==> config.mk <==
export PLATFORM = sky130hd
export DESIGN_NAME = chc_channel_ctrl
export DESIGN_NICKNAME = d
export VERILOG_FILES = /design/src/inc/chc_pkg.sv /design/src/inc/chc_ctrl_if.sv /design/src/hw/chc_output_stage.sv /design/src/hw/chc_channel_ctrl.sv
export SDC_FILE = /design/constraint.sdc
export NUM_CORES = 1
export LEC_CHECK = 0
export BUFFER_PORTS_ARGS = -buffer_cell sky130_fd_sc_hd__buf_2
export CAP_MARGIN = 20
export CELL_PAD_IN_SITES_DETAIL_PLACEMENT = 1
export CELL_PAD_IN_SITES_GLOBAL_PLACEMENT = 1
export CORE_MARGIN = 5
export CORE_UTILIZATION = 40
export CTS_BUF_LIST = sky130_fd_sc_hd__clkbuf_4 sky130_fd_sc_hd__clkbuf_8
export CTS_CLUSTER_DIAMETER = 30
export DETAILED_ROUTE_END_ITERATION = 8
export HOLD_SLACK_MARGIN = 0.15
export PLACE_DENSITY = 0.76
export REMOVE_ABC_BUFFERS = 1
export SETUP_SLACK_MARGIN = 0.2
export SKIP_LAST_GASP = 1
export SLEW_MARGIN = 10
export SYNTH_ARGS = -nofsm -noshare
export SYNTH_HDL_FRONTEND = slang
export SYNTH_HIERARCHICAL = 1
export SYNTH_SLANG_ARGS = --single-unit
==> constraint.sdc <==
create_clock -name mclk_in -period 3.4 [get_ports mclk_in]
set_input_delay 0.17 -clock mclk_in [delete_from_list [all_inputs] [get_ports mclk_in]]
set_output_delay 0.17 -clock mclk_in [all_outputs]
set_load 0.005 [all_outputs]
==> src/inc/chc_pkg.sv <==
// Constants shared by the channel power, calibration and sync control block
// Notes on behaviour
// - A 0-to-1 write of the calibrate bit arms a calibration run on the next update strobe.
// - Hardware never clears the calibrate bit; it keeps its written value after calibration.
// - Channel power-down at bit 0 powers the channel down and tristates all its outputs.
// - While sync-all at bit 3 is 1, drivers are held static and dividers held in reset.
// - In the sync state differential drivers sit muted, not tristated.
// - Releasing sync-all from 1 to 0 restarts all dividers together and aligned; here a divider still held by a power-down or reset bit stays stopped.
// - Each per-output power-down bit tristates its own output driver pair.
// - Mute-all holds the positive leg static low and the complementary leg static high.
package chc_pkg;
  // ----------------------------------------------------------------
  // Register indices (byte address is four times the index)
  // ----------------------------------------------------------------
  localparam logic [13:0] IDX_PWR_CAL = 14'h2100;
  localparam logic [13:0] IDX_GLOBAL = 14'h2101;
  localparam logic [13:0] IDX_DIV0 = 14'h2102;
  localparam logic [13:0] IDX_DIV1 = 14'h2103;
  localparam logic [13:0] IDX_DIV2 = 14'h2104;
  localparam logic [13:0] IDX_UPDATE = 14'h2110;
  localparam logic [13:0] IDX_STATUS = 14'h2111;
  // ----------------------------------------------------------------
  // Field positions
  // ----------------------------------------------------------------
  localparam int PC_PD = 0;
  localparam int PC_CAL = 1;
  localparam int GL_MUTE = 1;
  localparam int GL_DRST = 2;
  localparam int GL_SYNC = 3;
  localparam int DV_RST_P = 0;
  localparam int DV_RST_N = 1;
  localparam int DV_MUTE_P = 2;
  localparam int DV_MUTE_N = 3;
  localparam int DV_PD = 4;
  localparam int DV_DRST = 5;
  localparam int UP_STROBE = 0;
  localparam int ST_ARMED = 0;
  localparam int ST_BUSY = 1;
  localparam int ST_DONE = 2;
  // ----------------------------------------------------------------
  // Reset values, bus answers and counts
  // ----------------------------------------------------------------
  localparam logic [1:0] PWR_CAL_RST = 2'h0;
  localparam logic [2:0] GLOBAL_RST = 3'h0;
  localparam logic [5:0] DIV_RST = 6'h00;
  localparam logic [1:0] RESP_OKAY = 2'h0;
  localparam logic [1:0] RESP_SLVERR = 2'h2;
  localparam int NUM_OUT = 3;
  localparam int CAL_CYCLES_DEF = 64;
  localparam int DIV_HALF_DEF = 2;
endpackage

==> src/inc/chc_ctrl_if.sv <==
// Control and pin signals between the register side and the output stage
`timescale 1ns/10ps
interface chc_ctrl_if;
  import chc_pkg::*;
  logic chan_pd;
  logic sync_all;
  logic mute_all;
  logic drv_rst_all;
  logic [5:0] out_ctrl [NUM_OUT];
  logic [NUM_OUT-1:0] pin_p;
  logic [NUM_OUT-1:0] pin_n;
  logic [NUM_OUT-1:0] pin_oe_n;
  logic [NUM_OUT-1:0] div_run;
  modport ctl (output chan_pd, sync_all, mute_all, drv_rst_all, out_ctrl,
               input pin_p, pin_n, pin_oe_n, div_run);
  modport stage (input chan_pd, sync_all, mute_all, drv_rst_all, out_ctrl,
                 output pin_p, pin_n, pin_oe_n, div_run);
endinterface

==> src/hw/chc_output_stage.sv <==
// Output dividers and driver pair control for the channel outputs
`timescale 1ns/10ps
module chc_output_stage import chc_pkg::*; #(
  parameter int DIV_HALF = DIV_HALF_DEF
) (
  input wire logic mclk_in,
  input wire logic reset_in,
  chc_ctrl_if.stage ctl
);
  logic [7:0] div_cnt_r [NUM_OUT];
  logic [NUM_OUT-1:0] div_q_r;

  // ----------------------------------------------------------------
  // Per-output divider and driver
  // ----------------------------------------------------------------
  for (genvar i = 0; i < NUM_OUT; i++) begin : g_out
    logic pd_i;
    logic hold_i;
    logic static_i;
    assign pd_i = ctl.chan_pd | ctl.out_ctrl[i][DV_PD];
    assign hold_i = pd_i | ctl.sync_all | ctl.out_ctrl[i][DV_RST_P] | ctl.out_ctrl[i][DV_RST_N];
    assign static_i = ctl.sync_all | ctl.mute_all | ctl.drv_rst_all
                      | ctl.out_ctrl[i][DV_DRST] | ctl.out_ctrl[i][DV_MUTE_P];

    // Divider counts from zero after any hold, so common release aligns outputs
    // aligned restart
    always_ff @(posedge mclk_in) begin
      if (reset_in || hold_i) begin
        div_cnt_r[i] <= 8'h00;
        div_q_r[i] <= 1'b0;
      end else if (div_cnt_r[i] == 8'(DIV_HALF - 1)) begin
        div_cnt_r[i] <= 8'h00;
        div_q_r[i] <= ~div_q_r[i];
      end else begin
        div_cnt_r[i] <= div_cnt_r[i] + 8'h01;
      end
    end

    // Pin levels registered so the top sees flip-flop outputs
    always_ff @(posedge mclk_in) begin
      if (reset_in) begin
        ctl.pin_p[i] <= 1'b0;
        ctl.pin_n[i] <= 1'b1;
        ctl.pin_oe_n[i] <= 1'b1;
        ctl.div_run[i] <= 1'b0;
      end else begin
        ctl.pin_oe_n[i] <= pd_i;
        ctl.div_run[i] <= ~hold_i;
        ctl.pin_p[i] <= static_i ? 1'b0 : div_q_r[i];
        ctl.pin_n[i] <= static_i ? 1'b1 : (ctl.out_ctrl[i][DV_MUTE_N] ? 1'b0 : ~div_q_r[i]);
      end
    end
  end
endmodule

==> src/hw/chc_channel_ctrl.sv <==
// Channel power, oscillator calibration and divider sync control with AXI4-Lite registers
//
// Design decision made here: the AXI4-Lite slave port.
`timescale 1ns/10ps
module chc_channel_ctrl import chc_pkg::*; #(
  parameter int CAL_CYCLES = CAL_CYCLES_DEF,
  parameter int DIV_HALF = DIV_HALF_DEF
) (
  input wire logic mclk_in,
  input wire logic reset_in,
  input wire logic s_axi_awvalid_in,
  output logic s_axi_awready_out,
  input wire logic [15:0] s_axi_awaddr_in,
  input wire logic s_axi_wvalid_in,
  output logic s_axi_wready_out,
  input wire logic [31:0] s_axi_wdata_in,
  input wire logic [3:0] s_axi_wstrb_in,
  output logic s_axi_bvalid_out,
  input wire logic s_axi_bready_in,
  output logic [1:0] s_axi_bresp_out,
  input wire logic s_axi_arvalid_in,
  output logic s_axi_arready_out,
  input wire logic [15:0] s_axi_araddr_in,
  output logic s_axi_rvalid_out,
  input wire logic s_axi_rready_in,
  output logic [31:0] s_axi_rdata_out,
  output logic [1:0] s_axi_rresp_out,
  output logic [NUM_OUT-1:0] out_p_out,
  output logic [NUM_OUT-1:0] out_n_out,
  output logic [NUM_OUT-1:0] out_oe_n_out,
  output logic [NUM_OUT-1:0] div_run_out,
  output logic chan_pd_out,
  output logic cal_run_out,
  output logic cal_busy_out
);
  chc_ctrl_if cif ();

  logic aw_held_r;
  logic w_held_r;
  logic [13:0] waddr_r;
  logic [31:0] wdata_r;
  logic wlane_r;
  logic do_write;
  logic wr_hit;
  logic [1:0] pwr_cal_r;
  logic [2:0] global_r;
  logic [5:0] div_ctrl_r [NUM_OUT];
  logic cal_armed_r;
  logic cal_done_r;
  logic [15:0] cal_cnt_r;
  logic cal_start;
  logic wr_pc;

  // ----------------------------------------------------------------
  // Register map decode
  // ----------------------------------------------------------------
  function automatic logic idx_valid(input logic [13:0] idx);
    idx_valid = (idx == IDX_PWR_CAL) || (idx == IDX_GLOBAL) || (idx == IDX_DIV0)
                || (idx == IDX_DIV1) || (idx == IDX_DIV2) || (idx == IDX_UPDATE)
                || (idx == IDX_STATUS);
  endfunction

  // Unused register bits stay zero on read
  // reserved read zero
  function automatic logic [31:0] read_mux(input logic [13:0] idx);
    read_mux = 32'h0000_0000;
    unique case (idx)
      IDX_PWR_CAL: read_mux[1:0] = pwr_cal_r;
      IDX_GLOBAL: read_mux[3:1] = global_r;
      IDX_DIV0: read_mux[5:0] = div_ctrl_r[0];
      IDX_DIV1: read_mux[5:0] = div_ctrl_r[1];
      IDX_DIV2: read_mux[5:0] = div_ctrl_r[2];
      IDX_STATUS: begin
        read_mux[ST_ARMED] = cal_armed_r;
        read_mux[ST_BUSY] = cal_busy_out;
        read_mux[ST_DONE] = cal_done_r;
      end
      default: read_mux = 32'h0000_0000;
    endcase
  endfunction

  // ----------------------------------------------------------------
  // AXI4-Lite write channels
  // ----------------------------------------------------------------
  // Address and data are latched separately, so either may arrive first
  always_ff @(posedge mclk_in) begin
    if (reset_in) begin
      aw_held_r <= 1'b0;
      s_axi_awready_out <= 1'b0;
      waddr_r <= 14'h0000;
    end else if (s_axi_awvalid_in && s_axi_awready_out) begin
      aw_held_r <= 1'b1;
      s_axi_awready_out <= 1'b0;
      waddr_r <= s_axi_awaddr_in[15:2];
    end else if (s_axi_bvalid_out && s_axi_bready_in) begin
      aw_held_r <= 1'b0;
      s_axi_awready_out <= 1'b1;
    end else if (!aw_held_r && !s_axi_bvalid_out) begin
      s_axi_awready_out <= 1'b1;
    end
  end

  always_ff @(posedge mclk_in) begin
    if (reset_in) begin
      w_held_r <= 1'b0;
      s_axi_wready_out <= 1'b0;
      wdata_r <= 32'h0000_0000;
      wlane_r <= 1'b0;
    end else if (s_axi_wvalid_in && s_axi_wready_out) begin
      w_held_r <= 1'b1;
      s_axi_wready_out <= 1'b0;
      wdata_r <= s_axi_wdata_in;
      wlane_r <= s_axi_wstrb_in[0];
    end else if (s_axi_bvalid_out && s_axi_bready_in) begin
      w_held_r <= 1'b0;
      s_axi_wready_out <= 1'b1;
    end else if (!w_held_r && !s_axi_bvalid_out) begin
      s_axi_wready_out <= 1'b1;
    end
  end

  // Register update happens once, in the cycle both halves are present
  assign do_write = aw_held_r && w_held_r && !s_axi_bvalid_out;
  assign wr_hit = do_write && wlane_r;

  always_ff @(posedge mclk_in) begin
    if (reset_in) begin
      s_axi_bvalid_out <= 1'b0;
      s_axi_bresp_out <= RESP_OKAY;
    end else if (do_write) begin
      s_axi_bvalid_out <= 1'b1;
      s_axi_bresp_out <= idx_valid(waddr_r) ? RESP_OKAY : RESP_SLVERR;
    end else if (s_axi_bready_in) begin
      s_axi_bvalid_out <= 1'b0;
    end
  end

  // ----------------------------------------------------------------
  // AXI4-Lite read channels
  // ----------------------------------------------------------------
  always_ff @(posedge mclk_in) begin
    if (reset_in) begin
      s_axi_arready_out <= 1'b0;
      s_axi_rvalid_out <= 1'b0;
      s_axi_rdata_out <= 32'h0000_0000;
      s_axi_rresp_out <= RESP_OKAY;
    end else if (s_axi_arvalid_in && s_axi_arready_out) begin
      s_axi_arready_out <= 1'b0;
      s_axi_rvalid_out <= 1'b1;
      s_axi_rdata_out <= read_mux(s_axi_araddr_in[15:2]);
      s_axi_rresp_out <= idx_valid(s_axi_araddr_in[15:2]) ? RESP_OKAY : RESP_SLVERR;
    end else if (s_axi_rvalid_out && s_axi_rready_in) begin
      s_axi_rvalid_out <= 1'b0;
      s_axi_arready_out <= 1'b1;
    end else if (!s_axi_rvalid_out) begin
      s_axi_arready_out <= 1'b1;
    end
  end

  // ----------------------------------------------------------------
  // Control registers
  // ----------------------------------------------------------------
  assign wr_pc = wr_hit && (waddr_r == IDX_PWR_CAL);

  // Only the defined bits are stored; the rest of each byte is dropped
  // software-owned bits
  always_ff @(posedge mclk_in) begin
    if (reset_in) begin
      pwr_cal_r <= PWR_CAL_RST;
      global_r <= GLOBAL_RST;
    end else begin
      if (wr_pc) begin
        pwr_cal_r <= wdata_r[1:0];
      end
      if (wr_hit && waddr_r == IDX_GLOBAL) begin
        global_r <= wdata_r[3:1];
      end
    end
  end

  for (genvar i = 0; i < NUM_OUT; i++) begin : g_div
    always_ff @(posedge mclk_in) begin
      if (reset_in) begin
        div_ctrl_r[i] <= DIV_RST;
      end else if (wr_hit && waddr_r == IDX_DIV0 + 14'(i)) begin
        div_ctrl_r[i] <= wdata_r[5:0];
      end
    end
    assign cif.out_ctrl[i] = div_ctrl_r[i];
  end

  // ----------------------------------------------------------------
  // Oscillator calibration
  // ----------------------------------------------------------------
  // A rising write of the calibrate bit arms; the update strobe starts it
  // arm and start
  assign cal_start = cal_armed_r && wr_hit && (waddr_r == IDX_UPDATE) && wdata_r[UP_STROBE];

  always_ff @(posedge mclk_in) begin
    if (reset_in) begin
      cal_armed_r <= 1'b0;
    end else if (wr_pc && wdata_r[PC_CAL] && !pwr_cal_r[PC_CAL]) begin
      cal_armed_r <= 1'b1;
    end else if (cal_start) begin
      cal_armed_r <= 1'b0;
    end
  end

  // Busy counts a fixed time; a strobe during a run is ignored as nothing is armed
  always_ff @(posedge mclk_in) begin
    if (reset_in) begin
      cal_run_out <= 1'b0;
      cal_busy_out <= 1'b0;
      cal_done_r <= 1'b0;
      cal_cnt_r <= 16'h0000;
    end else begin
      cal_run_out <= cal_start;
      if (cal_start) begin
        cal_busy_out <= 1'b1;
        cal_done_r <= 1'b0;
        cal_cnt_r <= 16'(CAL_CYCLES - 1);
      end else if (cal_busy_out && cal_cnt_r == 16'h0000) begin
        cal_busy_out <= 1'b0;
        cal_done_r <= 1'b1;
      end else if (cal_busy_out) begin
        cal_cnt_r <= cal_cnt_r - 16'h0001;
      end
    end
  end

  // ----------------------------------------------------------------
  // Output stage
  // ----------------------------------------------------------------
  // channel-wide controls
  assign cif.chan_pd = pwr_cal_r[PC_PD];
  assign cif.sync_all = global_r[GL_SYNC - 1];
  assign cif.mute_all = global_r[GL_MUTE - 1];
  assign cif.drv_rst_all = global_r[GL_DRST - 1];

  chc_output_stage #(.DIV_HALF(DIV_HALF)) u_stage (
    .mclk_in(mclk_in),
    .reset_in(reset_in),
    .ctl(cif.stage)
  );

  assign out_p_out = cif.pin_p;
  assign out_n_out = cif.pin_n;
  assign out_oe_n_out = cif.pin_oe_n;
  assign div_run_out = cif.div_run;

  always_ff @(posedge mclk_in) begin
    if (reset_in) begin
      chan_pd_out <= 1'b0;
    end else begin
      chan_pd_out <= pwr_cal_r[PC_PD];
    end
  end
endmodule

==> run summary, run 1 <==
worst vdd ir: 0.198 mV
routability cong.: 0.794
Most used DFF post-synth: dfxtp_1
Area Overhead vs Synth: 19.7%
drc violations: 0
largest net degree at the start of global routing: 51
critical path, cell by cell: nor4b_1, nand4_1, o21ai_0
Via density: 5.18
post-synthesis cell area: 0.00573 sq mm
Setup TNS: 0 ns
Crit-path slowest cell: o21ai_0
YS warnings: 6
clk buf depth: 2
Die Ht: 130 um
Hold Path Sink: s_axi_rdata_out[0]
# Max-Cap Violations: 0
FF-to-FF End: div_ctrl_r[0][3]
Post-DP Area: 0.00616 sq mm
max_slew headroom: 36.9%
Initial Utilization: 41.1%
Worst EP arrival: 2.48 ns
Post-Route Utilization: 49.2%
vias in the first global route: 4843
Setup Skew: 0.00947 ns
total CTS buffers: 17
Post CTS Setup Buffer Count: 0
Worst EP required: 3.46 ns
Non-Filler Cell Area, Final: 0.00685 sq mm
Crit path max-delay family: simple AND/OR/NAND/NOR gates
Final setup violation count: 0
hold_sp: s_axi_araddr_in[14]
register area share after synthesis: 48.9%
CP Max Fanout: 6
Pwr Total: 2.93 mW
CTS resizes: 0
root buffer cell: clkbuf_8
# port buffers: 69
core area: 0.0139 sq mm
total number of vias: 4718
Final Hold Vio Count: 0
Pre-Repair DR Iteration Count: 4
most common cell after layout, fill and taps aside: dfxtp_1
min cycle time layout: 2.42 ns
leakage dissipation: 2.54 nW
fmax: 0.413 GHz
worst slew pin tran: 0.946 ns
Post-Route WL: 13800 um
synthesized instance count: 599
clk sinks: 119
WS Path Type: reg2reg
Worst Setup End Kind: flop
unrepaired setup endpoints after global routing: false
Synth Area per Inst: 9.56 sq um
ys async rst share: 0%
Max stage delay on crit path: 0.76 ns
htree depth: 4
initial antenna violation count: 0
share of cells above drive strength 1: 18.7%
die area: 0.0168 sq mm
flop2flop setup slack: 0.98 ns
buffers and inverters on the worst path: 0
fill count: 1618
Worst Slack Setup Final: 0.981 ns
FF-to-FF path depth: 3
post-DP HPWL: 10000 um
Post-Place Setup Slack: 0.955 ns
# rows: 43
PwrDens: 428 mW/mm^2
Cell variety after synth: 59
CTS tree: built
Antenna Cells: 0
most frequent cells in the layout: dfxtp_1, buf_2, nand2_1
Hold Buf Count CTS: 35
status: finished clean
RR Startpoint: waddr_r[12]
DRT iter0 DRCs: 179
WHS Path Cells: 5
min-delay worst type: in2reg
startpoint types: flop
total track usage: 17.1%
I/O pins: 131
routed wire length per instance: 15.1 um
nets@finish: 801
#FFs+latches synth: 119
Final Cycle Share: 71.1%
Slew Viols, Final: 0
first-pass GRT wire length: 22900 um
clk_lat worst skew: 0.44 ns
Post-synth EDFFs: 42
die width: 130 um
Detail Route Antenna Nets: 0
Reg clk slew, reported paths: 0.07 ns
Overflow after GRT: 0
-- how the worst max path moves through the flow --
| stage | start | endpoint | cells past startpoint |
|---|---|---|---|
| floorplan | cal_cnt_r[6] | cal_cnt_r[12] | 4 |
| global placement | waddr_r[11] | div_ctrl_r[0][3] | 3 |
| detailed placement | waddr_r[11] | div_ctrl_r[0][2] | 3 |
| CTS | waddr_r[11] | div_ctrl_r[0][3] | 3 |
| global route | waddr_r[5] | div_ctrl_r[1][2] | 4 |
| finish | waddr_r[12] | div_ctrl_r[0][3] | 3 |
-- cell type report --
type	instances	area [sq um]	share of cell area [%]
Clock inverter	7	57.6	0.840
Sequential cell	119	2800	40.9
Tap cell	180	225	3.29
Multi-Input combinational cell	457	2700	39.4
Clock buffer	24	287	4.18
Timing Repair Buffer	106	711	10.4
Inverter	18	67.6	0.986
-- registers in the layout, summed over array words and instances, names as in the netlist, 2 cells and up --
signal	flops
u_stage/div_q_r	3
u_stage/ctl.pin_p	3
cal_cnt_r	16
waddr_r	14
u_stage/ctl.pin_n	3
u_stage/ctl.pin_oe_n	3
u_stage/ctl.div_run	3
pwr_cal_r	2
div_ctrl_r	18
u_stage/div_cnt_r	24
global_r	3
wdata_r	6
s_axi_rdata_out	6
-- cell families after synthesis --
| family | synth area share, % |
|---|---|
| and+or+nand+nor | 25.7 |
| AOI/OAI and AO/OA | 13.0 |
| DFF | 48.9 |
| buffers and inverters | 7.14 |
| muxes | 2.01 |
| xor gates and xnor gates | 1.53 |
| adders and majority gates | 1.53 |
| other | 0.131 |
-- worst min-delay path: cells and delay by family --
kind	cells	cell delay (ns)
compound gates	1	0.07
buf+inv	1	0.07
simple gates	3	0.31
-- synthesized netlist by cell type, drive strengths merged, types with 18 or more instances --
library cell / count / area, sq um
a21oi: 50 / 250
and2: 22 / 138
buf: 37 / 274
clkbuf: 18 / 67.6
dfxtp: 77 / 1540
edfxtp: 42 / 1260
inv: 18 / 67.6
nand2: 59 / 221
nand3: 24 / 120
nor2: 26 / 103
nor3: 26 / 170
o21ai: 32 / 160
or3: 23 / 159
-- routing by layer --
metal	vias to the layer above	track usage [%]	routed length, um
met4	0	6.72	293
met1	2263	21.7	6390
met2	94	28.2	6510
met5	-	0	0
met3	25	3.92	565
li1	2336	-	-
-- power breakdown --
group / leakage [nW] / internal [mW] / switching [mW]
logic: 1.30 / 0.0999 / 0.121
registers: 1.06 / 1.52 / 0.0448
clock network: 0.187 / 0.619 / 0.527
-- stage by stage --
step / hold slack, ns / std cells
global placement: 0.413 / 845
detailed placement: 0.421 / 845
floorplan: 0.239 / 594
global route: 0.262 / 911
finish: 0.242 / 911
CTS: 0.213 / 911
Power figures use the tool's default switching activity.
==> run 2: changes to the inputs <==
--- a/config.mk
+++ b/config.mk
@@ -10,7 +10,7 @@
 export CELL_PAD_IN_SITES_DETAIL_PLACEMENT = 1
 export CELL_PAD_IN_SITES_GLOBAL_PLACEMENT = 1
 export CORE_MARGIN = 5
-export CORE_UTILIZATION = 40
+export CORE_UTILIZATION = 38
 export CTS_BUF_LIST = sky130_fd_sc_hd__clkbuf_4 sky130_fd_sc_hd__clkbuf_8
 export CTS_CLUSTER_DIAMETER = 30
 export DETAILED_ROUTE_END_ITERATION = 8
==> constraint.sdc (replaced) <==
create_clock -name mclk_in -period 2.2 [get_ports mclk_in]
set_input_delay 0.11 -clock mclk_in [delete_from_list [all_inputs] [get_ports mclk_in]]
set_output_delay 0.11 -clock mclk_in [all_outputs]
set_load 0.005 [all_outputs]
==> run summary, run 2 (synthesis results as in run 1) <==
status: finished clean
initial antenna violation count: 0 (unchanged)
Post-DP Area: 0.00628 sq mm (+1.9%)
Antenna Cells: 0 (unchanged)
# rows: 44 (+2.3%)
# Max-Cap Violations: 0 (unchanged)
Crit-path slowest cell: or4_4
Final Hold Vio Count: 0 (unchanged)
largest net degree at the start of global routing: 24 (-53%)
I/O pins: 131 (unchanged)
CTS tree: built
Worst Setup End Kind: flop
Worst EP arrival: 2.36 ns (-0.12 ns)
register with the most flip-flops: u_stage/div_cnt_r
root buffer cell: clkbuf_8
core area: 0.0146 sq mm (+5.1%)
Max stage delay on crit path: 0.52 ns (-0.24 ns)
worst vdd ir: 0.388 mV (+96%)
Final Cycle Share: 90.3% (+19 points)
Setup Skew: 0.0149 ns (+0.00546 ns)
drc violations: 0 (unchanged)
first-pass GRT wire length: 25500 um (+11%)
startpoint types: flop
unrepaired setup endpoints after global routing: true
CP Max Fanout: 6 (unchanged)
Crit path max-delay family: simple AND/OR/NAND/NOR gates
worst slew pin tran: 0.562 ns (-0.384 ns)
Post-Route WL: 15300 um (+11%)
die area: 0.0176 sq mm (+4.8%)
critical path, cell by cell: or4_4, buf_6, o41ai_4, mux2_2, a21oi_1
DRT iter0 DRCs: 270 (+51%)
biggest regs: u_stage/div_cnt_r x24, div_ctrl_r x18, cal_cnt_r x16
total number of vias: 4995 (+5.9%)
Detail Route Antenna Nets: 0 (unchanged)
WS Path Type: reg2reg
most frequent cells in the layout: dfxtp_1, buf_2, nand2_1
PwrDens: 710 mW/mm^2 (+66%)
Die Ht: 133 um (+2.4%)
share of cells above drive strength 1: 22.3% (+3.6 points)
die width: 133 um (+2.4%)
max reg flops: 24 (unchanged)
Slew Viols, Final: 0 (unchanged)
fmax: 0.503 GHz (+22%)
vias in the first global route: 5348 (+10%)
most common cell after layout, fill and taps aside: dfxtp_1
Worst EP required: 2.57 ns (-0.89 ns)
routed wire length per instance: 16.2 um (+7.4%)
# port buffers: 69 (unchanged)
min-delay worst type: in2reg
Non-Filler Cell Area, Final: 0.00726 sq mm (+5.9%)
Area Overhead vs Synth: 26.8%
total CTS buffers: 17 (unchanged)
Final setup violation count: 0 (unchanged)
routability cong.: 0.804 (+1.3%)
min cycle time layout: 1.99 ns (-0.432 ns)
post-DP HPWL: 10700 um (+7.1%)
buffers and inverters on the worst path: 1 (+1)
total track usage: 17.7% (+0.65 points)
htree depth: 4 (unchanged)
Overflow after GRT: 0 (unchanged)
Reg clk slew, reported paths: 0.07 ns (about the same)
clk sinks: 119 (unchanged)
max_slew headroom: 62.5% (+26 points)
clk buf depth: 2 (unchanged)
nets@finish: 827 (+3.2%)
Setup TNS: 0 ns (unchanged)
Pre-Repair DR Iteration Count: 4 (unchanged)
leakage dissipation: 2.72 nW (+7.1%)
clk_lat worst skew: 0.45 ns (about the same)
Via density: 5.30 (+2.4%)
Initial Utilization: 39.1% (-2.0 points)
## run 2: cell types whose count changed in the layout (fill, tap and decap cells not counted), moves of 2 or more
cell / before / now
buf_4: 2 / 22
bufinv_16: 1 / 6
clkbuf_4: 7 / 1
clkinv_2: 4 / 2
clkinv_4: 0 / 2
clkinvlp_4: 0 / 2
dfxtp_1: 77 / 74
dfxtp_4: 0 / 2
dlygate4sd3_1: 35 / 40
nor2_2: 2 / 0
nor2_4: 0 / 2
or4_1: 10 / 8
or4_4: 3 / 5
## run 2: final timing paths
check                                         from                 end  slack [ns]  cells past startpoint
worst min-delay path            s_axi_araddr_in[6]  s_axi_rdata_out[0]        0.19                      4
worst max register to register        cal_cnt_r[7]        cal_cnt_r[1]        0.21                      5
worst max-delay path                  cal_cnt_r[7]        cal_cnt_r[1]        0.21                      5
worst min register to register          waddr_r[5]          waddr_r[5]        0.46                      2
## run 2: worst reg2reg max path, cell delays in order (launching register included)
cell	delay [ns]
dfxtp_4	0.37
or4_4	0.52
buf_6	0.15
o41ai_4	0.38
mux2_2	0.38
a21oi_1	0.13
## run 2: repair_timing
item,CTS,global route
buffers inserted,5,1
hold endpoints to repair,36,0
pin swaps,4,4
endpoints found under the setup margin,7,22
resized for setup,5,13
hold buffers,40,0
## run 2: stage by stage
step                utilization (%)  instances  setup WS [ns]  power (mW)  hold WS [ns]
finish                         49.6        942          0.213        5.15         0.191
global route                   49.6        942          0.136        5.35         0.165
CTS                            49.2        941          0.173        5.20         0.155
detailed placement             42.9        864          0.132        2.77         0.357
global placement               42.9        864          0.198        2.75         0.351
floorplan                         -        594          0.171        2.61         0.179
## run 2: cell type report
cell class                 count  area [sq um]
fill                        1706          7380
sequential                   119          2810
multi-input combinational    457          2760
timing repair buffer         132           922
clock buffer                  18           241
clock inverter                14           230
tap                          184           230
inverter                      18          67.6
## run 2: metal layers
layer	global-route usage [%]	wire length, um
met3	4.52	567
met2	33.0	8140
met1	19.0	6210
met5	0	0
met4	7.39	355
## run 2: power by group
group | switching [mW] | internal (mW)
combinational | 0.198 | 0.164
clock | 0.910 | 1.46
sequential | 0.0699 | 2.35
==> run 3: changes to the inputs <==
--- a/config.mk
+++ b/config.mk
@@ -10,12 +10,12 @@
 export CELL_PAD_IN_SITES_DETAIL_PLACEMENT = 1
 export CELL_PAD_IN_SITES_GLOBAL_PLACEMENT = 1
 export CORE_MARGIN = 5
-export CORE_UTILIZATION = 38
+export CORE_UTILIZATION = 37
 export CTS_BUF_LIST = sky130_fd_sc_hd__clkbuf_4 sky130_fd_sc_hd__clkbuf_8
 export CTS_CLUSTER_DIAMETER = 30
 export DETAILED_ROUTE_END_ITERATION = 8
 export HOLD_SLACK_MARGIN = 0.15
-export PLACE_DENSITY = 0.76
+export PLACE_DENSITY = 0.74
 export REMOVE_ABC_BUFFERS = 1
 export SETUP_SLACK_MARGIN = 0.2
 export SKIP_LAST_GASP = 1
==> run summary, run 3 (synthesis results as in run 1) <==
status: finished clean
total track usage: 17.4% (-0.38 points)
leakage dissipation: 2.74 nW (+0.48%)
fill count: 1784 (+4.6%)
Pre-Repair DR Iteration Count: 4 (unchanged)
htree depth: 4 (unchanged)
clock power share: 44.8% (-1.3 points)
Antenna Cells: 0 (unchanged)
die width: 134 um (+1.2%)
register with the most flip-flops: u_stage/div_cnt_r
# port buffers: 69 (unchanged)
initial antenna violation count: 0 (unchanged)
fmax: 0.496 GHz (-1.4%)
Worst EP arrival: 2.39 ns (+0.03 ns)
register area: 0.00281 sq mm (about the same)
Area Overhead vs Synth: 26.4%
worst slew pin tran: 0.633 ns (+0.0706 ns)
Post-DP Area: 0.00628 sq mm (about the same)
Non-Filler Cell Area, Final: 0.00724 sq mm (-0.26%)
# Max-Cap Violations: 0 (unchanged)
total internal power: 3.90 mW (-1.9%)
clk buf depth: 2 (unchanged)
max reg flops: 24 (unchanged)
Worst EP required: 2.57 ns (about the same)
largest net degree at the start of global routing: 41 (+71%)
Detail Route Antenna Nets: 0 (unchanged)
worst vdd ir: 0.353 mV (-9.2%)
# rows: 45 (+2.3%)
PwrDens: 695 mW/mm^2 (-2.1%)
Crit path depth: 4 (-1)
WS Path Type: reg2reg
routed wire length per instance: 16.3 um (+0.54%)
total number of vias: 4852 (-2.9%)
Logic pwr share: 7.2% (+0.2 points)
crit path from: cal_cnt_r[6]
Pwr Total: 5.03 mW (-2.3%)
Final setup violation count: 0 (unchanged)
Via density: 5.14 (-3.1%)
worst hold slack: 0.223 ns (+0.0319 ns)
min-delay worst type: in2reg
CTS tree: built
switching portion of total power: 22.5% (-0.31 points)
unrepaired setup endpoints after global routing: true
Initial Utilization: 37.7% (-1.4 points)
Setup Skew: 0.0113 ns (-0.00366 ns)
flop2flop setup slack: 0.18 ns (-0.03 ns)
CP endpoint: cal_cnt_r[12]
most frequent cells in the layout: dfxtp_1, buf_2, nand2_1
Reg clk slew, reported paths: 0.07 ns (about the same)
buffers and inverters on the worst path: 0 (-1)
root buffer cell: clkbuf_8
startpoint types: flop
Final Cycle Share: 91.6% (+1.3 points)
I/O pins: 131 (unchanged)
min cycle time layout: 2.02 ns (+0.0289 ns)
RR Startpoint: cal_cnt_r[6]
sequential power share: 48.0% (+1.1 points)
biggest regs: u_stage/div_cnt_r x24, div_ctrl_r x18, cal_cnt_r x16
Setup TNS: 0 ns (unchanged)
Final Hold Vio Count: 0 (unchanged)
Die Ht: 134 um (+1.2%)
Max stage delay on crit path: 0.55 ns (+0.03 ns)
nets@finish: 825 (-0.24%)
Overflow after GRT: 0 (unchanged)
share of cells above drive strength 1: 23.3% (+0.98 points)
Crit-path slowest cell: or4_4
clk_lat worst skew: 0.44 ns (about the same)
Worst Setup End Kind: flop
WHS Path Cells: 4 (unchanged)
most common cell after layout, fill and taps aside: dfxtp_1
FF-to-FF path depth: 4 (-1)
max_slew headroom: 57.4% (-5.1 points)
Crit path max-delay family: simple AND/OR/NAND/NOR gates
first-pass GRT wire length: 25400 um (-0.38%)
post-DP HPWL: 10400 um (-3.0%)
Slew Viols, Final: 0 (unchanged)
CP Max Fanout: 5 (-1)
clk sinks: 119 (unchanged)
critical path, cell by cell: or4_4, or3_4, or4b_4, a21oi_2
die area: 0.0181 sq mm (+2.5%)
Switch Pwr: 1.13 mW (-3.7%)
Post-Route WL: 15400 um (+0.75%)
DRT iter0 DRCs: 221 (-18%)
total CTS buffers: 17 (unchanged)
vias in the first global route: 5212 (-2.5%)
core area: 0.0152 sq mm (+3.8%)
drc violations: 0 (unchanged)
routability cong.: 0.830 (+3.2%)
FF-to-FF End: cal_cnt_r[12]
area of the multi-input gates: 0.00277 sq mm (+0.50%)
## run 3: layer usage
| metal | GRT usage (%) | up-vias | routed length [um] |
|---|---|---|---|
| li1 | - | 2386 | - |
| met1 | 21.4 | 2345 | 6880 |
| met2 | 30.0 | 107 | 7720 |
| met3 | 4.80 | 14 | 643 |
| met4 | 4.58 | 0 | 154 |
| met5 | 0 | - | 0 |
## run 3: power by group through the flow
stage	Clock (mW)	Sequential (mW)	Combinational (mW)
after floorplan	0	2.45	0.164
after global placement	0	2.46	0.287
after detailed placement	0	2.47	0.299
after CTS	2.30	2.42	0.351
after global routing	2.41	2.43	0.406
final	2.25	2.42	0.362
## run 3: how the worst min path moves through the flow
| stage | from | to | slack [ns] |
|---|---|---|---|
| 2_1_floorplan | reset_in | cal_busy_out | 0.18 |
| 3_3_place_gp | s_axi_awaddr_in[14] | waddr_r[12] | 0.35 |
| 3_5_place_dp | s_axi_awaddr_in[15] | waddr_r[13] | 0.36 |
| 4_1_cts | reset_in | u_stage/ctl.pin_p[1] | 0.18 |
| 5_1_grt | reset_in | u_stage/ctl.pin_p[1] | 0.20 |
| 6_report | s_axi_araddr_in[6] | s_axi_rdata_out[0] | 0.22 |
## run 3: layout make-up
| cell class | instances | share of cell area [%] |
|---|---|---|
| flip-flops and latches | 119 | 38.8 |
| multi-input cells | 457 | 38.3 |
| repair buffers | 130 | 12.5 |
| clock buffers | 24 | 4.30 |
| well taps | 188 | 3.25 |
| clock inverters | 8 | 1.95 |
| inverters | 18 | 0.933 |
## run 3: worst min-delay path: cells and delay by family
kind	cells	cell delay (ns)
and+or+nand+nor	2	0.27
AOI/OAI and AO/OA	1	0.08
buffers and inverters	1	0.13
## run 3: what timing repair did
action / in CTS / in global routing
setup buffers: 4 / 2
endpoints found under the hold margin: 37 / 0
setup endpoints to repair: 5 / 13
pin swaps: 4 / 4
gates resized for setup: 8 / 15
hold buffers: 38 / 0
## run 3: stage by stage
step	util (%)	instances	setup WS [ns]
4_1_cts	47.2	942	0.180
3_5_place_dp	41.3	868	0.107
2_1_floorplan	-	594	0.171
5_1_grt	47.6	944	0.158
6_report	47.6	944	0.184
3_3_place_gp	41.3	868	0.190
